## config.mk

```make
export PLATFORM = sky130hd
export DESIGN_NAME = mta_top
export DESIGN_NICKNAME = d
export VERILOG_FILES = /design/src/logic/mta_top.v
export VERILOG_INCLUDE_DIRS = /design/src /design/src/logic
export SDC_FILE = /design/constraint.sdc
export NUM_CORES = 1
export LEC_CHECK = 0
export BUFFER_PORTS_ARGS = -buffer_cell sky130_fd_sc_hd__buf_2
export CAP_MARGIN = 0
export CORE_MARGIN = 10
export CORE_UTILIZATION = 63
export CTS_CLUSTER_DIAMETER = 120
export DETAILED_ROUTE_END_ITERATION = 16
export GPL_ROUTABILITY_DRIVEN = 0
export PLACE_DENSITY = 0.86
export SETUP_SLACK_MARGIN = 0.15
export SLEW_MARGIN = 5
export SYNTH_ARGS = -nofsm -noshare
export SYNTH_HDL_FRONTEND = slang
export SYNTH_SLANG_ARGS = --single-unit
```

## constraint.sdc

```tcl
create_clock -name pclk -period 5.5 [get_ports pclk]
set_input_delay 1.1 -clock pclk [delete_from_list [all_inputs] [get_ports pclk]]
set_output_delay 1.1 -clock pclk [all_outputs]
set_load 0.03 [all_outputs]
```

## src/logic/mta_map.vh

```
// Constants for the transmit mover and packet memory arbiter.
// Functional notes
// - Arbiter levels 0..2: receive high, transmit high, then CPU.
// - Levels 3 and 4: receive low, then transmit low, lowest of all.
// - On each poll timer expiry while idle read high status byte at the read pointer.
// - Keep polling until owner bit 7 of high status byte (bit 15) is one.
// - On ownership load length counter from descriptor bytes 3 and 4.
// - Copy bytes into transmit queue, decrement length, stop at zero.
// - After last byte wait for transmission complete from the MAC.
// - Write transmit status into descriptor and clear owner bit 15.
// - Then set the transmit complete interrupt status flag.
// - Load memory pointer from the current next descriptor link.
// - Read next descriptor high status byte to look for more work.
// - While filling, watch repeat and drop requests from queue controller.
// - On drop, write descriptor status and advance to next packet.
// - On repeat, rewind to packet start, reload length, refill queue.
// - On drop or repeat, pulse queue pointer clear to discard queued data.
`ifndef MTA_MAP_VH
`define MTA_MAP_VH

// APB register byte offsets.
`define MTA_REG_CTRL      8'h00
`define MTA_REG_POLL      8'h04
`define MTA_REG_RDPTR     8'h08
`define MTA_REG_STATE     8'h0C
`define MTA_REG_ISTAT     8'h10
`define MTA_REG_IMASK     8'h14

// Reset values.
`define MTA_CTRL_RST      1'b0
`define MTA_POLL_RST      16'h0100
`define MTA_RDPTR_RST     16'h0000
`define MTA_IMASK_RST     3'h0

// Interrupt status bit positions.
`define MTA_INT_DONE      0
`define MTA_INT_DROP      1
`define MTA_INT_REPEAT    2

// Descriptor byte offsets and owner bit position in the high status byte.
`define MTA_DSC_LINK_LO   16'h0000
`define MTA_DSC_LINK_HI   16'h0001
`define MTA_DSC_LEN_LO    16'h0003
`define MTA_DSC_LEN_HI    16'h0004
`define MTA_DSC_STAT_LO   16'h0005
`define MTA_DSC_STAT_HI   16'h0006
`define MTA_DSC_DATA      16'h0008
`define MTA_OWNER_BIT     7

`endif

```

## src/logic/mta_top.v

```verilog
// Transmit descriptor mover with packet memory priority arbiter and APB registers.
`timescale 1ns/1ps
`default_nettype none
`include "mta_map.vh"

module mta_top (
  // Clock and reset.
  input  wire        pclk,
  input  wire        presetn,
  // APB slave.
  input  wire        psel,
  input  wire        penable,
  input  wire        pwrite,
  input  wire [7:0]  paddr,
  input  wire [31:0] pwdata,
  output reg  [31:0] prdata,
  output reg         pready,
  output reg         pslverr,
  // Interrupt.
  output reg         irq,
  // Other packet memory masters.
  input  wire        rx_mem_req,
  input  wire        rx_queue_above_half,
  input  wire        rx_queue_below_half,
  output reg         rx_mem_gnt,
  input  wire        cpu_mem_req,
  output reg         cpu_mem_gnt,
  // Packet memory port of the transmit mover.
  output reg  [15:0] tx_mem_addr,
  output reg         tx_mem_rd,
  output reg         tx_mem_wr,
  output reg  [7:0]  tx_mem_wdata,
  input  wire [7:0]  tx_mem_rdata,
  // Transmit queue.
  output reg         tx_queue_push,
  output reg  [7:0]  tx_queue_data,
  input  wire        tx_queue_full,
  input  wire        tx_queue_above_half,
  input  wire        tx_queue_below_half,
  // Queue controller handshake and MAC completion.
  input  wire        tx_repeat_request,
  input  wire        tx_drop_request,
  output reg         tx_queue_pointer_clear_done,
  input  wire        tx_complete,
  input  wire [7:0]  tx_status
);

  // ****************************************************************
  // Mover states, one-hot.
  // ****************************************************************
  localparam [11:0] S_IDLE   = 12'h001;
  localparam [11:0] S_POLL   = 12'h002;
  localparam [11:0] S_LEN_LO = 12'h004;
  localparam [11:0] S_LEN_HI = 12'h008;
  localparam [11:0] S_LNK_LO = 12'h010;
  localparam [11:0] S_LNK_HI = 12'h020;
  localparam [11:0] S_RD     = 12'h040;
  localparam [11:0] S_PUSH   = 12'h080;
  localparam [11:0] S_WAIT   = 12'h100;
  localparam [11:0] S_ST_LO  = 12'h200;
  localparam [11:0] S_ST_HI  = 12'h400;
  localparam [11:0] S_FLUSH  = 12'h800;

  // Fixed priority pick: {rx, tx, cpu} one-hot from the five levels.
  function [2:0] mta_pick;
    input rx_r;
    input rx_hi;
    input tx_r;
    input tx_lo;
    input cpu_r;
    begin
      if (rx_r && rx_hi)
        mta_pick = 3'h4;
      else if (tx_r && tx_lo)
        mta_pick = 3'h2;
      else if (cpu_r)
        mta_pick = 3'h1;
      else if (rx_r)
        mta_pick = 3'h4;
      else if (tx_r)
        mta_pick = 3'h2;
      else
        mta_pick = 3'h0;
    end
  endfunction

  // ****************************************************************
  // Registers and state.
  // ****************************************************************
  reg        enable_ff;
  reg [15:0] poll_period_ff;
  reg [15:0] poll_cnt_ff;
  reg        poll_exp_ff;
  reg [15:0] rdptr_ff;
  reg [2:0]  istat_ff;
  reg [2:0]  imask_ff;
  reg [11:0] state_ff;
  reg [15:0] len_ff;
  reg [15:0] size_ff;
  reg [15:0] link_ff;
  reg [15:0] ptr_ff;
  reg [7:0]  stat_hi_ff;
  reg [7:0]  byte_ff;
  reg        busy_ff;
  reg        issue_ff;
  reg        rdv_ff;
  reg        drop_ff;

  wire       wr_acc = psel && penable && pready && pwrite;
  wire       tx_req;
  wire [2:0] pick;
  wire       is_rd;
  reg [15:0] req_addr;
  reg [7:0]  req_wdata;
  reg        req_write;

  // A memory access is requested only in access states, once per step.
  assign is_rd  = (state_ff == S_POLL) || (state_ff == S_LEN_LO) || (state_ff == S_LEN_HI) ||
                  (state_ff == S_LNK_LO) || (state_ff == S_LNK_HI) || (state_ff == S_RD);
  assign tx_req = !busy_ff && (is_rd || (state_ff == S_ST_LO) || (state_ff == S_ST_HI));

  // The two level-pair sources feed the pick; exactly half full falls to low. 
  assign pick = mta_pick(rx_mem_req, rx_queue_above_half, tx_req,
                         tx_queue_below_half, cpu_mem_req);

  // ****************************************************************
  // Address and data of the mover's pending access.
  // ****************************************************************
  always @* begin
    req_write = 1'b0;
    req_wdata = 8'h00;
    case (state_ff)
      S_POLL:   req_addr = rdptr_ff + `MTA_DSC_STAT_HI;
      S_LEN_LO: req_addr = rdptr_ff + `MTA_DSC_LEN_LO;
      S_LEN_HI: req_addr = rdptr_ff + `MTA_DSC_LEN_HI;
      S_LNK_LO: req_addr = rdptr_ff + `MTA_DSC_LINK_LO;
      S_LNK_HI: req_addr = rdptr_ff + `MTA_DSC_LINK_HI;
      S_ST_LO: begin
        req_addr  = rdptr_ff + `MTA_DSC_STAT_LO;
        req_write = 1'b1;
        req_wdata = tx_status;
      end
      S_ST_HI: begin
        req_addr  = rdptr_ff + `MTA_DSC_STAT_HI;
        req_write = 1'b1;
        req_wdata = stat_hi_ff & 8'h7F;
      end
      default:  req_addr = ptr_ff;
    endcase
  end

  // ****************************************************************
  // Arbiter grants and the mover's memory strobes.
  // ****************************************************************
  always @(posedge pclk or negedge presetn) begin
    if (!presetn) begin
      rx_mem_gnt   <= 1'b0;
      cpu_mem_gnt  <= 1'b0;
      tx_mem_addr  <= 16'h0000;
      tx_mem_rd    <= 1'b0;
      tx_mem_wr    <= 1'b0;
      tx_mem_wdata <= 8'h00;
      issue_ff     <= 1'b0;
      rdv_ff       <= 1'b0;
    end else begin
      rx_mem_gnt  <= pick[2];
      cpu_mem_gnt <= pick[0];
      tx_mem_rd   <= pick[1] && !req_write;
      tx_mem_wr   <= pick[1] && req_write;
      issue_ff    <= pick[1];
      // Read data returns one cycle after the strobe.
      rdv_ff      <= issue_ff && tx_mem_rd;
      if (pick[1]) begin
        tx_mem_addr  <= req_addr;
        tx_mem_wdata <= req_wdata;
      end
    end
  end

  // ****************************************************************
  // Poll timer: a one-cycle expiry pulse every period plus one cycles.
  // ****************************************************************
  always @(posedge pclk or negedge presetn) begin
    if (!presetn) begin
      poll_cnt_ff <= `MTA_POLL_RST;
      poll_exp_ff <= 1'b0;
    end else begin
      poll_exp_ff <= 1'b0;
      if (!enable_ff)
        poll_cnt_ff <= poll_period_ff;
      else if (poll_cnt_ff == 16'h0000) begin
        poll_cnt_ff <= poll_period_ff;
        poll_exp_ff <= 1'b1;
      end else
        poll_cnt_ff <= poll_cnt_ff - 16'h0001;
    end
  end

  // ****************************************************************
  // Transmit mover state machine.
  // ****************************************************************
  always @(posedge pclk or negedge presetn) begin
    if (!presetn) begin
      state_ff                    <= S_IDLE;
      len_ff                      <= 16'h0000;
      size_ff                     <= 16'h0000;
      link_ff                     <= 16'h0000;
      ptr_ff                      <= 16'h0000;
      stat_hi_ff                  <= 8'h00;
      byte_ff                     <= 8'h00;
      busy_ff                     <= 1'b0;
      drop_ff                     <= 1'b0;
      rdptr_ff                    <= `MTA_RDPTR_RST;
      tx_queue_push               <= 1'b0;
      tx_queue_data               <= 8'h00;
      tx_queue_pointer_clear_done <= 1'b0;
    end else begin
      tx_queue_push <= 1'b0;
      if (pick[1])
        busy_ff <= 1'b1;
      if (rdv_ff || (issue_ff && tx_mem_wr))
        busy_ff <= 1'b0;
      // Software may move the read pointer only while the mover is idle.
      if (wr_acc && (paddr == `MTA_REG_RDPTR) && (state_ff == S_IDLE))
        rdptr_ff <= pwdata[15:0];
      case (state_ff)
        S_IDLE: begin
          if (enable_ff && poll_exp_ff)
            state_ff <= S_POLL;
        end
        S_POLL: begin
          if (rdv_ff) begin
            stat_hi_ff <= tx_mem_rdata;
            if (tx_mem_rdata[`MTA_OWNER_BIT])
              state_ff <= S_LEN_LO;
            else
              state_ff <= S_IDLE;
          end
        end
        S_LEN_LO: begin
          if (rdv_ff) begin
            size_ff[7:0] <= tx_mem_rdata;
            state_ff     <= S_LEN_HI;
          end
        end
        S_LEN_HI: begin
          if (rdv_ff) begin
            size_ff[15:8] <= tx_mem_rdata;
            len_ff        <= {tx_mem_rdata, size_ff[7:0]};
            ptr_ff        <= rdptr_ff + `MTA_DSC_DATA;
            state_ff      <= S_LNK_LO;
          end
        end
        S_LNK_LO: begin
          if (rdv_ff) begin
            link_ff[7:0] <= tx_mem_rdata;
            state_ff     <= S_LNK_HI;
          end
        end
        S_LNK_HI: begin
          if (rdv_ff) begin
            link_ff[15:8] <= tx_mem_rdata;
            state_ff      <= (len_ff == 16'h0000) ? S_WAIT : S_RD;
          end
        end
        S_RD: begin
          if (tx_drop_request || tx_repeat_request) begin
            // Wait for any read in flight so the busy flag is clean.
            if (!busy_ff) begin
              drop_ff                     <= tx_drop_request;
              tx_queue_pointer_clear_done <= 1'b1;
              state_ff                    <= S_FLUSH;
            end
          end else if (rdv_ff) begin
            byte_ff  <= tx_mem_rdata;
            state_ff <= S_PUSH;
          end
        end
        S_PUSH: begin
          if (tx_drop_request || tx_repeat_request) begin
            drop_ff                     <= tx_drop_request;
            tx_queue_pointer_clear_done <= 1'b1;
            state_ff                    <= S_FLUSH;
          end else if (!tx_queue_full) begin
            // A full queue stalls the copy instead of losing the byte.
            tx_queue_push <= 1'b1;
            tx_queue_data <= byte_ff;
            ptr_ff        <= ptr_ff + 16'h0001;
            len_ff        <= len_ff - 16'h0001;
            state_ff      <= (len_ff == 16'h0001) ? S_WAIT : S_RD;
          end
        end
        S_WAIT: begin
          if (tx_drop_request || tx_repeat_request) begin
            drop_ff                     <= tx_drop_request;
            tx_queue_pointer_clear_done <= 1'b1;
            state_ff                    <= S_FLUSH;
          end else if (tx_complete)
            state_ff <= S_ST_LO;
        end
        S_FLUSH: begin
          // Clear stays high until the controller drops both requests.
          if (!tx_drop_request && !tx_repeat_request) begin
            tx_queue_pointer_clear_done <= 1'b0;
            if (drop_ff)
              state_ff <= S_ST_LO;
            else begin
              ptr_ff   <= rdptr_ff + `MTA_DSC_DATA;
              len_ff   <= size_ff;
              state_ff <= (size_ff == 16'h0000) ? S_WAIT : S_RD;
            end
          end
        end
        S_ST_LO: begin
          if (issue_ff && tx_mem_wr)
            state_ff <= S_ST_HI;
        end
        S_ST_HI: begin
          if (issue_ff && tx_mem_wr) begin
            rdptr_ff <= link_ff;
            drop_ff  <= 1'b0;
            state_ff <= S_POLL;
          end
        end
        default: begin
          state_ff <= S_IDLE;
        end
      endcase
    end
  end

  // ****************************************************************
  // APB registers, interrupt status and mask.
  // ****************************************************************
  wire       done_ev  = (state_ff == S_ST_HI) && issue_ff && tx_mem_wr;
  // The flush ends in the one cycle with both requests low, so each cause is flagged once.
  wire       flush_exit = (state_ff == S_FLUSH) && !tx_drop_request && !tx_repeat_request;
  wire [2:0] set_ev;
  wire [2:0] clr_ev;
  assign set_ev = {flush_exit && !drop_ff,
                   flush_exit && drop_ff,
                   done_ev && !drop_ff};
  assign clr_ev = (wr_acc && (paddr == `MTA_REG_ISTAT)) ? pwdata[2:0] : 3'h0;

  always @(posedge pclk or negedge presetn) begin
    if (!presetn) begin
      enable_ff      <= `MTA_CTRL_RST;
      poll_period_ff <= `MTA_POLL_RST;
      imask_ff       <= `MTA_IMASK_RST;
      istat_ff       <= 3'h0;
      irq            <= 1'b0;
    end else begin
      if (wr_acc && (paddr == `MTA_REG_CTRL))
        enable_ff <= pwdata[0];
      if (wr_acc && (paddr == `MTA_REG_POLL))
        poll_period_ff <= pwdata[15:0];
      if (wr_acc && (paddr == `MTA_REG_IMASK))
        imask_ff <= pwdata[2:0];
      // Set wins over a clear written in the same cycle.
      istat_ff <= (istat_ff & ~clr_ev) | set_ev;
      irq      <= |(((istat_ff & ~clr_ev) | set_ev) & imask_ff);
    end
  end

  // Read data and ready are prepared in the setup cycle: zero wait states.
  always @(posedge pclk or negedge presetn) begin
    if (!presetn) begin
      pready  <= 1'b0;
      pslverr <= 1'b0;
      prdata  <= 32'h0000_0000;
    end else begin
      pready  <= psel && !penable;
      pslverr <= 1'b0;
      prdata  <= 32'h0000_0000;
      if (psel && !penable) begin
        case (paddr)
          `MTA_REG_CTRL:  prdata <= {31'h0000_0000, enable_ff};
          `MTA_REG_POLL:  prdata <= {16'h0000, poll_period_ff};
          `MTA_REG_RDPTR: prdata <= {16'h0000, rdptr_ff};
          `MTA_REG_STATE: prdata <= {4'h0, state_ff, len_ff};
          `MTA_REG_ISTAT: prdata <= {29'h0000_0000, istat_ff};
          `MTA_REG_IMASK: prdata <= {29'h0000_0000, imask_ff};
          default:        pslverr <= 1'b1;
        endcase
      end
    end
  end

endmodule // mta_top
`default_nettype wire

```

# Yosys cells after proc, flatten, opt, wreduce, memory -nomap -nowiden
# Cells that the tools add are included.
# totals
ff_bits	224
latchBits	0
ramBits	0
romBits	0
input_bits	71
out_inout_bits	73
wordCells	219
memories	0
# classes
add_sub_neg	9
mul	0
div_mod_pow	0
magnitude_cmp	0
n_eq_ne	37
shifts	0
n_mux	69
bitwise_logic	6
n_reduce_logical	65
# ops
cell	n
16-bit 2-to-1 mux	15
12-bit 2-to-1 mux	16
28-bit case mux with 6 select lines	1
12-bit case mux with 12 select lines	1
16-bit case mux with 3 select lines	2
16-bit case mux with 6 select lines	1
16-bit by 3-bit adder with 16-bit output (second input constant)	3
16-bit zero test	3
16-bit by 1-bit adder with 16-bit output (second input constant)	2
16-bit by 1-bit subtractor with 16-bit output (second input constant)	2
28-bit 2-to-1 mux	1
9-bit 2-to-1 mux	3
1-bit logical AND	26
2-bit != test (second input constant)	11
1-bit 2-to-1 mux	18
3-bit 2-to-1 mux	6
16-bit by 2-bit adder with 16-bit output (second input constant)	1
16-bit by 4-bit adder with 16-bit output (second input constant)	1
16-bit by 1-bit == test with 1-bit output (second input constant)	1
8-bit by 4-bit == test with 1-bit output (second input constant)	2
8-bit by 5-bit == test with 1-bit output (second input constant)	2
8-bit case mux with 2 select lines	1
13-bit AND reduction	1
12-bit by 1-bit == test with 1-bit output (second input constant)	1
34 further kinds	65

# Depth between registers and ports, before layout
# Gate-level depths: netlist (run 1).
# logic_depth
depth_word	16
depth_mapped	14
ltp_nobuf	11

# Worst setup path after synthesis (run 1)
# No wires, ideal clock.
# synth_timing
kind	register to register
start	register state_ff[8]
end	register tx_mem_addr[15]
setup_time_ns	0.134
arrival_time_ns	2.872
required_ns	5.366
slack_ns	2.494
path_stages_with_launch	14
n_path_buf	2
synth_period_minus_slack_ns	3.006
path_cell_list	dfrtp_1 nor4_1 buf_2 nand4_2 buf_4 nand2_1 inv_1 ha_1 a21o_1 a21oi_1 a31o_2 a2111oi_2 a2111oi_0 a21oi_1
# synth_between
elab_chain_cells	14
elab_cells_between_ends	24
classes_between	8 x eq/ne; 6 x mux; 10 x reduce/logical
# synth_lines
item	line	text
start: declaration	mta_top.v:97	reg [11:0] state_ff;
start signal: assignment	mta_top.v:263	state_ff <= (len_ff == 16'h0000) ? S_WAIT : S_RD;
start signal: assignment	mta_top.v:290	state_ff <= (len_ff == 16'h0001) ? S_WAIT : S_RD;
start signal: assignment	mta_top.v:310	state_ff <= (size_ff == 16'h0000) ? S_WAIT : S_RD;
12-bit by 2-bit == test with 1-bit output / 12-bit by 3-bit == test with 1-bit output (equally long branches)	mta_top.v:118, mta_top.v:132	
1-bit logical OR (3 in a row)	mta_top.v:118	assign is_rd = (state_ff == S_POLL) || (state_ff == S_LEN_LO) || (state_ff == S_LEN_HI) ||
1-bit logical OR (2 in a row)	mta_top.v:119	(state_ff == S_LNK_LO) || (state_ff == S_LNK_HI) || (state_ff == S_RD);
1-bit logical OR (2 in a row)	mta_top.v:120	assign tx_req = !busy_ff && (is_rd || (state_ff == S_ST_LO) || (state_ff == S_ST_HI));
1-bit logical AND	mta_top.v:120	
2-bit 2-to-1 mux	mta_top.v:80	else if (tx_r)
3-bit 2-to-1 mux	mta_top.v:78	else if (rx_r)
3-bit 2-to-1 mux	mta_top.v:76	else if (cpu_r)
3-bit 2-to-1 mux	mta_top.v:74	else if (tx_r && tx_lo)
3-bit 2-to-1 mux	mta_top.v:72	if (rx_r && rx_hi)
end signal: assignment	mta_top.v:174	tx_mem_addr <= req_addr;
end: declaration	mta_top.v:29	output reg [15:0] tx_mem_addr,
# Several ways; a longest one is shown, not always the timed one.
# A chain may end at the register's enable or synchronous reset.

# Worst setup path after layout (run 1)
# layout_timing
start	register state_ff[3]
end	register tx_mem_addr[10]
# Same word-level chain as after synthesis.

==> results.ini, run 1 <==
[outcome]
outcome=complete, no violations

[floorplan]
num_io_pins=144
die_h_um=156
die_area_sq_um=24500
core_sq_um=18100
fp-row-count=49
fp.dieW_um=156
initial_core_util_pct=64.6

[global_route]
grt_usage_pct=26.8
grt_most_used_layer=met2
grt_use_met2_pct=42.3
gr-usage-met1_pct=33.8
grt_pass1_wl_mm=52.5
globalRouteMet3Util_pct=6.58
grt_max_degree=131
grt_pass1_vias=9739
overflow=0
antenna_found_initial=0

[synth]
yosysMostFrequentCell=dfrtp_1
synth_area_per_cell_sq_um=9.79
synthCells=1198
synth_seq_area_share_pct=47.0
async_reset_ff_share_pct=100
synth_commonest_cells=dfrtp_1 (217), nand2_1 (96), nor2_1 (94), o21ai_0 (87), mux2_2 (85)
synth_cell_type_count=82
synth_area_leaders=dfrtp_1 (46%), mux2_2 (8.2%), o21ai_0 (3.7%)
synth_edf_count=0
yosysWarningCount=0
ys_ff_latch=220
synth_top_area_cell=dfrtp_1
synth.top_cell.area_share_pct=46.3
synth_ff_type=dfrtp_1
syn_area_sq_um=11700

[finish]
seqCellArea_sq_um=5510
n_fill_cell=1342
fin_util_pct=72.6
instances_no_fill=1524
area_delta_synth_final_pct=12.4
multi_input_area_sq_um=5730
n_antenna_cell=0
final_area_sq_um=13200
nets=1361
layout-drive-gt1-share_pct=22.4

[timing]
finalHoldViolations=0
fin_crit_ns=4.04
maxSlewViolCount=0
worst_pin_slew_ns=1.15
tns_ns=0
finalSetupViolCount=0
skew_ns=0.0229
slew_headroom_pct=23.3
fin_ws_ns=1.46
period_share_pct=73.5
fmax_ghz=0.247
fin_hold_ws_ns=0.472
rsz0062_at_grt=false

[setup_path]
crit_fanout=12
start_kind=register
cp-end-kind=register
crit_arrival_ns=4.43
critical_path_class=register to register
required_ns=5.89

[place]
place_area_sq_um=12300
hpwl_mm=23.7
dp.cells=1482
io_buffers=121
dp_worst_setup_slack_ns=1.41

[clocking]
clkTransAtPathRegs_ns=0.06
cts_hold_repair.buffers=0
root_buffer=clkbuf_16
clk_latency_ns=0.54
cts_buffer_depth=3
cts_tree=yes
cts.sinks=220
post_cts_resize_count=0
htree_levels=1
cts_buffers=23
post_cts_buffers=0

[drt]
routed_wl_mm=33.8
ant_nets=0
route.vias.total=10200
vias_per_cell=6.71
drc=0
dr.pass1.iters=6
post_drt_wl_per_cell_um=22.2
drt_iter0_markers=1548

[flow_run]
cap_viol_max_count=0

[min_path]
hold_class=register to register

[pwr]
power_mw=4.49
p_leak_nw=6.08
ir_drop_v=0.000243
power_density_nw_per_um2=341

==> state kept, by name, indices dropped and copies added, names as in the netlist, 3 cells and up <==
signal / flops
byte_ff: 8
prdata: 28
rdptr_ff: 16
link_ff: 16
istat_ff: 3
state_ff: 12
tx_mem_wdata: 8
ptr_ff: 16
poll_cnt_ff: 16
tx_mem_addr: 16
imask_ff: 3
poll_period_ff: 16
stat_hi_ff: 7
len_ff: 16
size_ff: 16
tx_queue_data: 8
==> worst max-delay path, stage by stage, from the launching register on <==
cell and delay, ns:
dfrtp_1 0.50, nor4_2 0.29, buf_4 0.22, nand3_1 0.38
inv_1 0.54, ha_1 0.37, nor2b_1 0.19, o2111ai_1 0.22
xor2_1 0.16, o32ai_1 0.10, a2111oi_0 0.83, nor2_1 0.08
==> area by class of cell <==
| type | count | area share [%] |
|---|---|---|
| Sequential cell | 220 | 41.8 |
| Tap cell | 229 | 2.17 |
| Timing Repair Buffer | 132 | 5.30 |
| Multi-Input combinational cell | 872 | 43.5 |
| Inverter | 29 | 0.826 |
| Clock buffer | 31 | 4.90 |
| Clock inverter | 11 | 1.50 |
==> cells in the final DEF, fill, tap and decap left out, types with 12 or more instances in the layout <==
cell type    n
a22oi_1     35
xnor2_1     16
nand4_1     19
nand2_1     96
nor4_1      12
and3_1      18
dfrtp_1    217
a31oi_1     13
nand3_1     39
clkbuf_16   23
and2_1      18
o21ai_0     87
nor3_1      35
mux2i_1     22
buf_2      120
o22ai_1     13
nor2_1      94
a21oi_1     82
xor2_1      14
mux2_2      85
inv_1       28
==> final timing paths <==
path                            cells after the start               to       startpoint  slack (ns)
worst max register to register                     11  tx_mem_addr[10]      state_ff[3]        1.46
worst min register to register                      2  tx_mem_wdata[7]  tx_mem_wdata[7]        0.47
worst min-delay path                                2  tx_mem_wdata[7]  tx_mem_wdata[7]        0.47
worst max-delay path                               11  tx_mem_addr[10]      state_ff[3]        1.46
min in group asynchronous                           1       prdata[19]          presetn        0.62
max in group asynchronous                           2       byte_ff[6]          presetn        3.62
==> kinds of logic after synthesis <==
group | share of synthesized area [%]
AND/OR/NAND/NOR | 17.8
AO/OA/AOI/OAI | 17.0
flip-flops | 47.0
multiplexers | 10.3
buffers and inverters | 4.22
XOR/XNOR | 2.24
adder cells (fa/ha/maj) | 1.34
other | 0.0320
==> per-layer routing <==
layer | routed length [um] | up-vias
li1 | - | 4541
met1 | 12500 | 4834
met2 | 15600 | 688
met3 | 3760 | 160
met4 | 1960 | 0
met5 | 0 | -
==> power breakdown <==
part | switching, mW | internal [mW] | total, mW
registers | 0.136 | 1.78 | 1.91
logic | 0.557 | 0.307 | 0.864
clock network | 0.652 | 1.06 | 1.72
total | 1.34 | 3.15 | 4.49
Power figures use the tool's default switching activity.
==> inputs of run 2 (changes only) <==
--- a/config.mk
+++ b/config.mk
@@ -6,14 +6,15 @@
 export SDC_FILE = /design/constraint.sdc
 export NUM_CORES = 1
 export LEC_CHECK = 0
+export ABC_AREA = 1
 export BUFFER_PORTS_ARGS = -buffer_cell sky130_fd_sc_hd__buf_2
 export CAP_MARGIN = 0
 export CORE_MARGIN = 10
-export CORE_UTILIZATION = 63
+export CORE_UTILIZATION = 59
 export CTS_CLUSTER_DIAMETER = 120
 export DETAILED_ROUTE_END_ITERATION = 16
 export GPL_ROUTABILITY_DRIVEN = 0
-export PLACE_DENSITY = 0.86
+export PLACE_DENSITY = 0.8
 export SETUP_SLACK_MARGIN = 0.15
 export SLEW_MARGIN = 5
 export SYNTH_ARGS = -nofsm -noshare
==> constraint.sdc (replaced) <==
create_clock -name pclk -period 4.22 [get_ports pclk]
set_input_delay 0.844 -clock pclk [delete_from_list [all_inputs] [get_ports pclk]]
set_output_delay 0.844 -clock pclk [all_outputs]
set_load 0.03 [all_outputs]
==> run 2 against run 1 <==
  * Global-route usage shrank 0.53 points
  * Synthesized cell count grew 40%
  * Combinational power grew 35%
  * Die area grew 12%
  * Design area grew 6.1%
  * Critical endpoint is now tx_mem_addr[9]
  * Largest power group unchanged
==> results.ini, run 2 <==
[outcome]
outcome=complete, no violations  ; unchanged

[pwr]
p_leak_nw=7.43  ; was 6.08 nW
ir_drop_v=0.000261  ; was 0.000243 V
power_density_nw_per_um2=408  ; was 341 nW/um^2
power_mw=5.71  ; was 4.49 mW

[synth]
synth_area_leaders=dfrtp_1 (44%), nand2_1 (14%), inv_1 (6.3%)  ; was dfrtp_1 (46%), mux2_2 (8.2%), o21ai_0 (3.7%)
yosys.area_share.xor_xnor_pct=3.03  ; was 2.24%
synthAdderAreaFrac_pct=1.27  ; was 1.34%
synth_commonest_cells=nand2_1 (478), dfrtp_1 (217), inv_1 (208), nor2_1 (153), o21ai_0 (153)  ; was dfrtp_1 (217), nand2_1 (96), nor2_1 (94), o21ai_0 (87), mux2_2 (85)
synth_top_family_by_area=simple AND/OR/NAND/NOR gates  ; unchanged
ys_ff_latch=220  ; unchanged
synth.top_cell.area_share_pct=43.7  ; was 46.3%
synth_compound_area_share_pct=12.2  ; was 17.0%
synth_top_area_cell=dfrtp_1  ; unchanged
synth_ff_type=dfrtp_1  ; unchanged
synthMuxAreaShare_pct=1.45  ; was 10.3%
yosysWarningCount=0  ; unchanged
yosysMostFrequentCell=nand2_1  ; was dfrtp_1
synthCells=1680  ; was 1198
synth_cell_type_count=53  ; was 82
syn_area_sq_um=12400  ; was 11700 sq um
synth_area_per_cell_sq_um=7.40  ; was 9.79 sq um
synthSimpleGateAreaFrac_pct=28.6  ; was 17.8%
synth_edf_count=0  ; unchanged
synth_seq_area_share_pct=44.3  ; was 47.0%
async_reset_ff_share_pct=100  ; unchanged

[clocking]
clk_latency_ns=0.53  ; was 0.54 ns
root_buffer=clkbuf_16  ; unchanged
cts_tree=yes  ; unchanged
cts_buffer_depth=3  ; unchanged
cts.sinks=220  ; unchanged
cts_hold_repair.buffers=0  ; unchanged
post_cts_buffers=0  ; unchanged
post_cts_resize_count=0  ; unchanged
clkTransAtPathRegs_ns=0.06  ; about the same
htree_levels=1  ; unchanged
cts_buffers=24  ; was 23

[setup_path]
critical-path-slowest-cell=dfstp_2  ; was a2111oi_0
worstPathCellList=nor2_1, nand2_2, nor2_8, nand2_1, clkinv_1, ha_1, nand2_1, inv_1, nand2_1, nand2_1, nand2_1, inv_1, nand3_1, nand3_1, nand3_1, o21a_1  ; was nor4_2, buf_4, nand3_1, inv_1, ha_1, nor2b_1, o2111ai_1, xor2_1, o32ai_1, a2111oi_0, nor2_1
worst_path_largest_cell_delay_ns=0.53  ; was 0.83 ns
critical_path_class=register to register  ; unchanged
start_kind=register  ; unchanged
crit_arrival_ns=3.70  ; was 4.43 ns
cp_common_cell=nand2_1
required_ns=4.62  ; was 5.89 ns
cp-end-kind=register  ; unchanged
cp_top_family=simple AND/OR/NAND/NOR gates  ; was compound AO/OA/AOI/OAI gates
crit_fanout=15  ; was 12
path_buf_inv=3  ; was 2

[floorplan]
fp-row-count=53  ; was 49
die_area_sq_um=27300  ; was 24500 sq um
core_sq_um=20900  ; was 18100 sq um
initial_core_util_pct=59.5  ; was 64.6%
die_h_um=165  ; was 156 um
fp.dieW_um=165  ; was 156 um
num_io_pins=144  ; unchanged

[finish]
top_register=prdata  ; unchanged
n_fill_cell=1782  ; was 1342
layout-drive-gt1-share_pct=13.0  ; was 22.4%
largest_reg_flops=28  ; unchanged
area_delta_synth_final_pct=12.4  ; about the same
fin_util_pct=66.9  ; was 72.6%
nets=1857  ; was 1361
layout_commonest_cell=nand2_1  ; was dfrtp_1
mostFrequentLayoutCells=nand2_1 (478), dfrtp_1 (217), inv_1 (208)  ; was dfrtp_1 (217), buf_2 (120), nand2_1 (96)

[timing]
skew_ns=0.0146  ; was 0.0229 ns
rsz0062_at_grt=false  ; unchanged
finalHoldViolations=0  ; unchanged
worst_pin_slew_ns=0.904  ; was 1.15 ns
fmax_ghz=0.304  ; was 0.247 GHz
period_share_pct=78.0  ; was 73.5%
fin_crit_ns=3.29  ; was 4.04 ns
slew_headroom_pct=39.6  ; was 23.3%
finalSetupViolCount=0  ; unchanged
maxSlewViolCount=0  ; unchanged
tns_ns=0  ; unchanged

[global_route]
grt_pass1_wl_mm=58.0  ; was 52.5 mm
antenna_found_initial=0  ; unchanged
grt_pass1_vias=11400  ; was 9739
grt_usage_pct=26.3  ; was 26.8%
grt_max_degree=120  ; was 131
overflow=0  ; unchanged

[drt]
post_drt_wl_per_cell_um=17.2  ; was 22.2 um
wl_met1_mm=14.5  ; was 12.5 mm
wl_met2_mm=16.2  ; was 15.6 mm
routed_wl_mm=35.6  ; was 33.8 mm
wl_met3_mm=3.62  ; was 3.76 mm
route.vias.total=11700  ; was 10200
drt_iter0_markers=1300  ; was 1548
dr.pass1.iters=6  ; unchanged
top_layer=met4  ; unchanged
vias_per_cell=5.66  ; was 6.71
ant_nets=0  ; unchanged
drc=0  ; unchanged

[min_path]
hold_class=input port to asynchronous set/reset pin  ; was register to register

[place]
hpwl_mm=26.5  ; was 23.7 mm
io_buffers=121  ; unchanged

[flow_run]
cap_viol_max_count=0  ; unchanged

-- run 2: path summary, 6_finish.rpt --
check,from,to,slack (ns),cells past startpoint
worst max-delay path,state_ff[0],tx_mem_addr[9],0.93,16
worst min-delay path,presetn,poll_cnt_ff[2],0.23,1
worst max register to register,state_ff[0],tx_mem_addr[9],0.93,16
worst min register to register,tx_mem_addr[12],tx_mem_addr[12],0.48,2
max in group asynchronous,presetn,tx_mem_addr[7],3.00,2
min in group pclk,tx_mem_addr[12],tx_mem_addr[12],0.48,2
-- run 2: layer usage --
metal | global-route usage [%] | vias to the layer above
met1 | 35.0 | 5455
li1 | - | 5566
met4 | 9.70 | 0
met5 | 0 | -
met3 | 5.13 | 107
met2 | 41.9 | 574
-- run 2: layout make-up --
type / instances / area, sq um / area share [%]
Timing Repair Buffer: 125 / 658 / 4.71
Tap cell: 275 / 344 / 2.46
Clock buffer: 31 / 667 / 4.77
Antenna cell: 1 / 2.50 / 0.0179
Sequential cell: 220 / 5510 / 39.4
Clock inverter: 12 / 158 / 1.13
Multi-Input combinational cell: 1179 / 5800 / 41.5
Inverter: 224 / 841 / 6.02
-- run 2: metrics by stage --
stage / worst slack (ns) / hold WS [ns] / std cells / area, sq um
after floorplan: 1.77 / 0.442 / 1683 / 12400
after global placement: 1.08 / 0.448 / 2023 / 13100
after detailed placement: 1.01 / 0.455 / 2023 / 13100
after CTS: 0.986 / 0.235 / 2066 / 14000
after global routing: 0.666 / 0.250 / 2066 / 14000
final: 0.926 / 0.226 / 2067 / 14000
-- run 2: cells by family (layout without fill, tap and decap cells) --
kind of cell	count (synthesis)	after routing
simple gates	833	833
other cells	1	5
xor+xnor	43	43
buf+inv	284	392
compound gates	271	271
fa+ha+maj	12	12
flops	220	220
mux	16	16
-- run 2: power by group --
part,switching (mW),total [mW],internal [mW]
clock,0.871,2.18,1.30
sequential,0.125,2.36,2.24
combinational,0.844,1.17,0.326
total,1.84,5.71,3.87
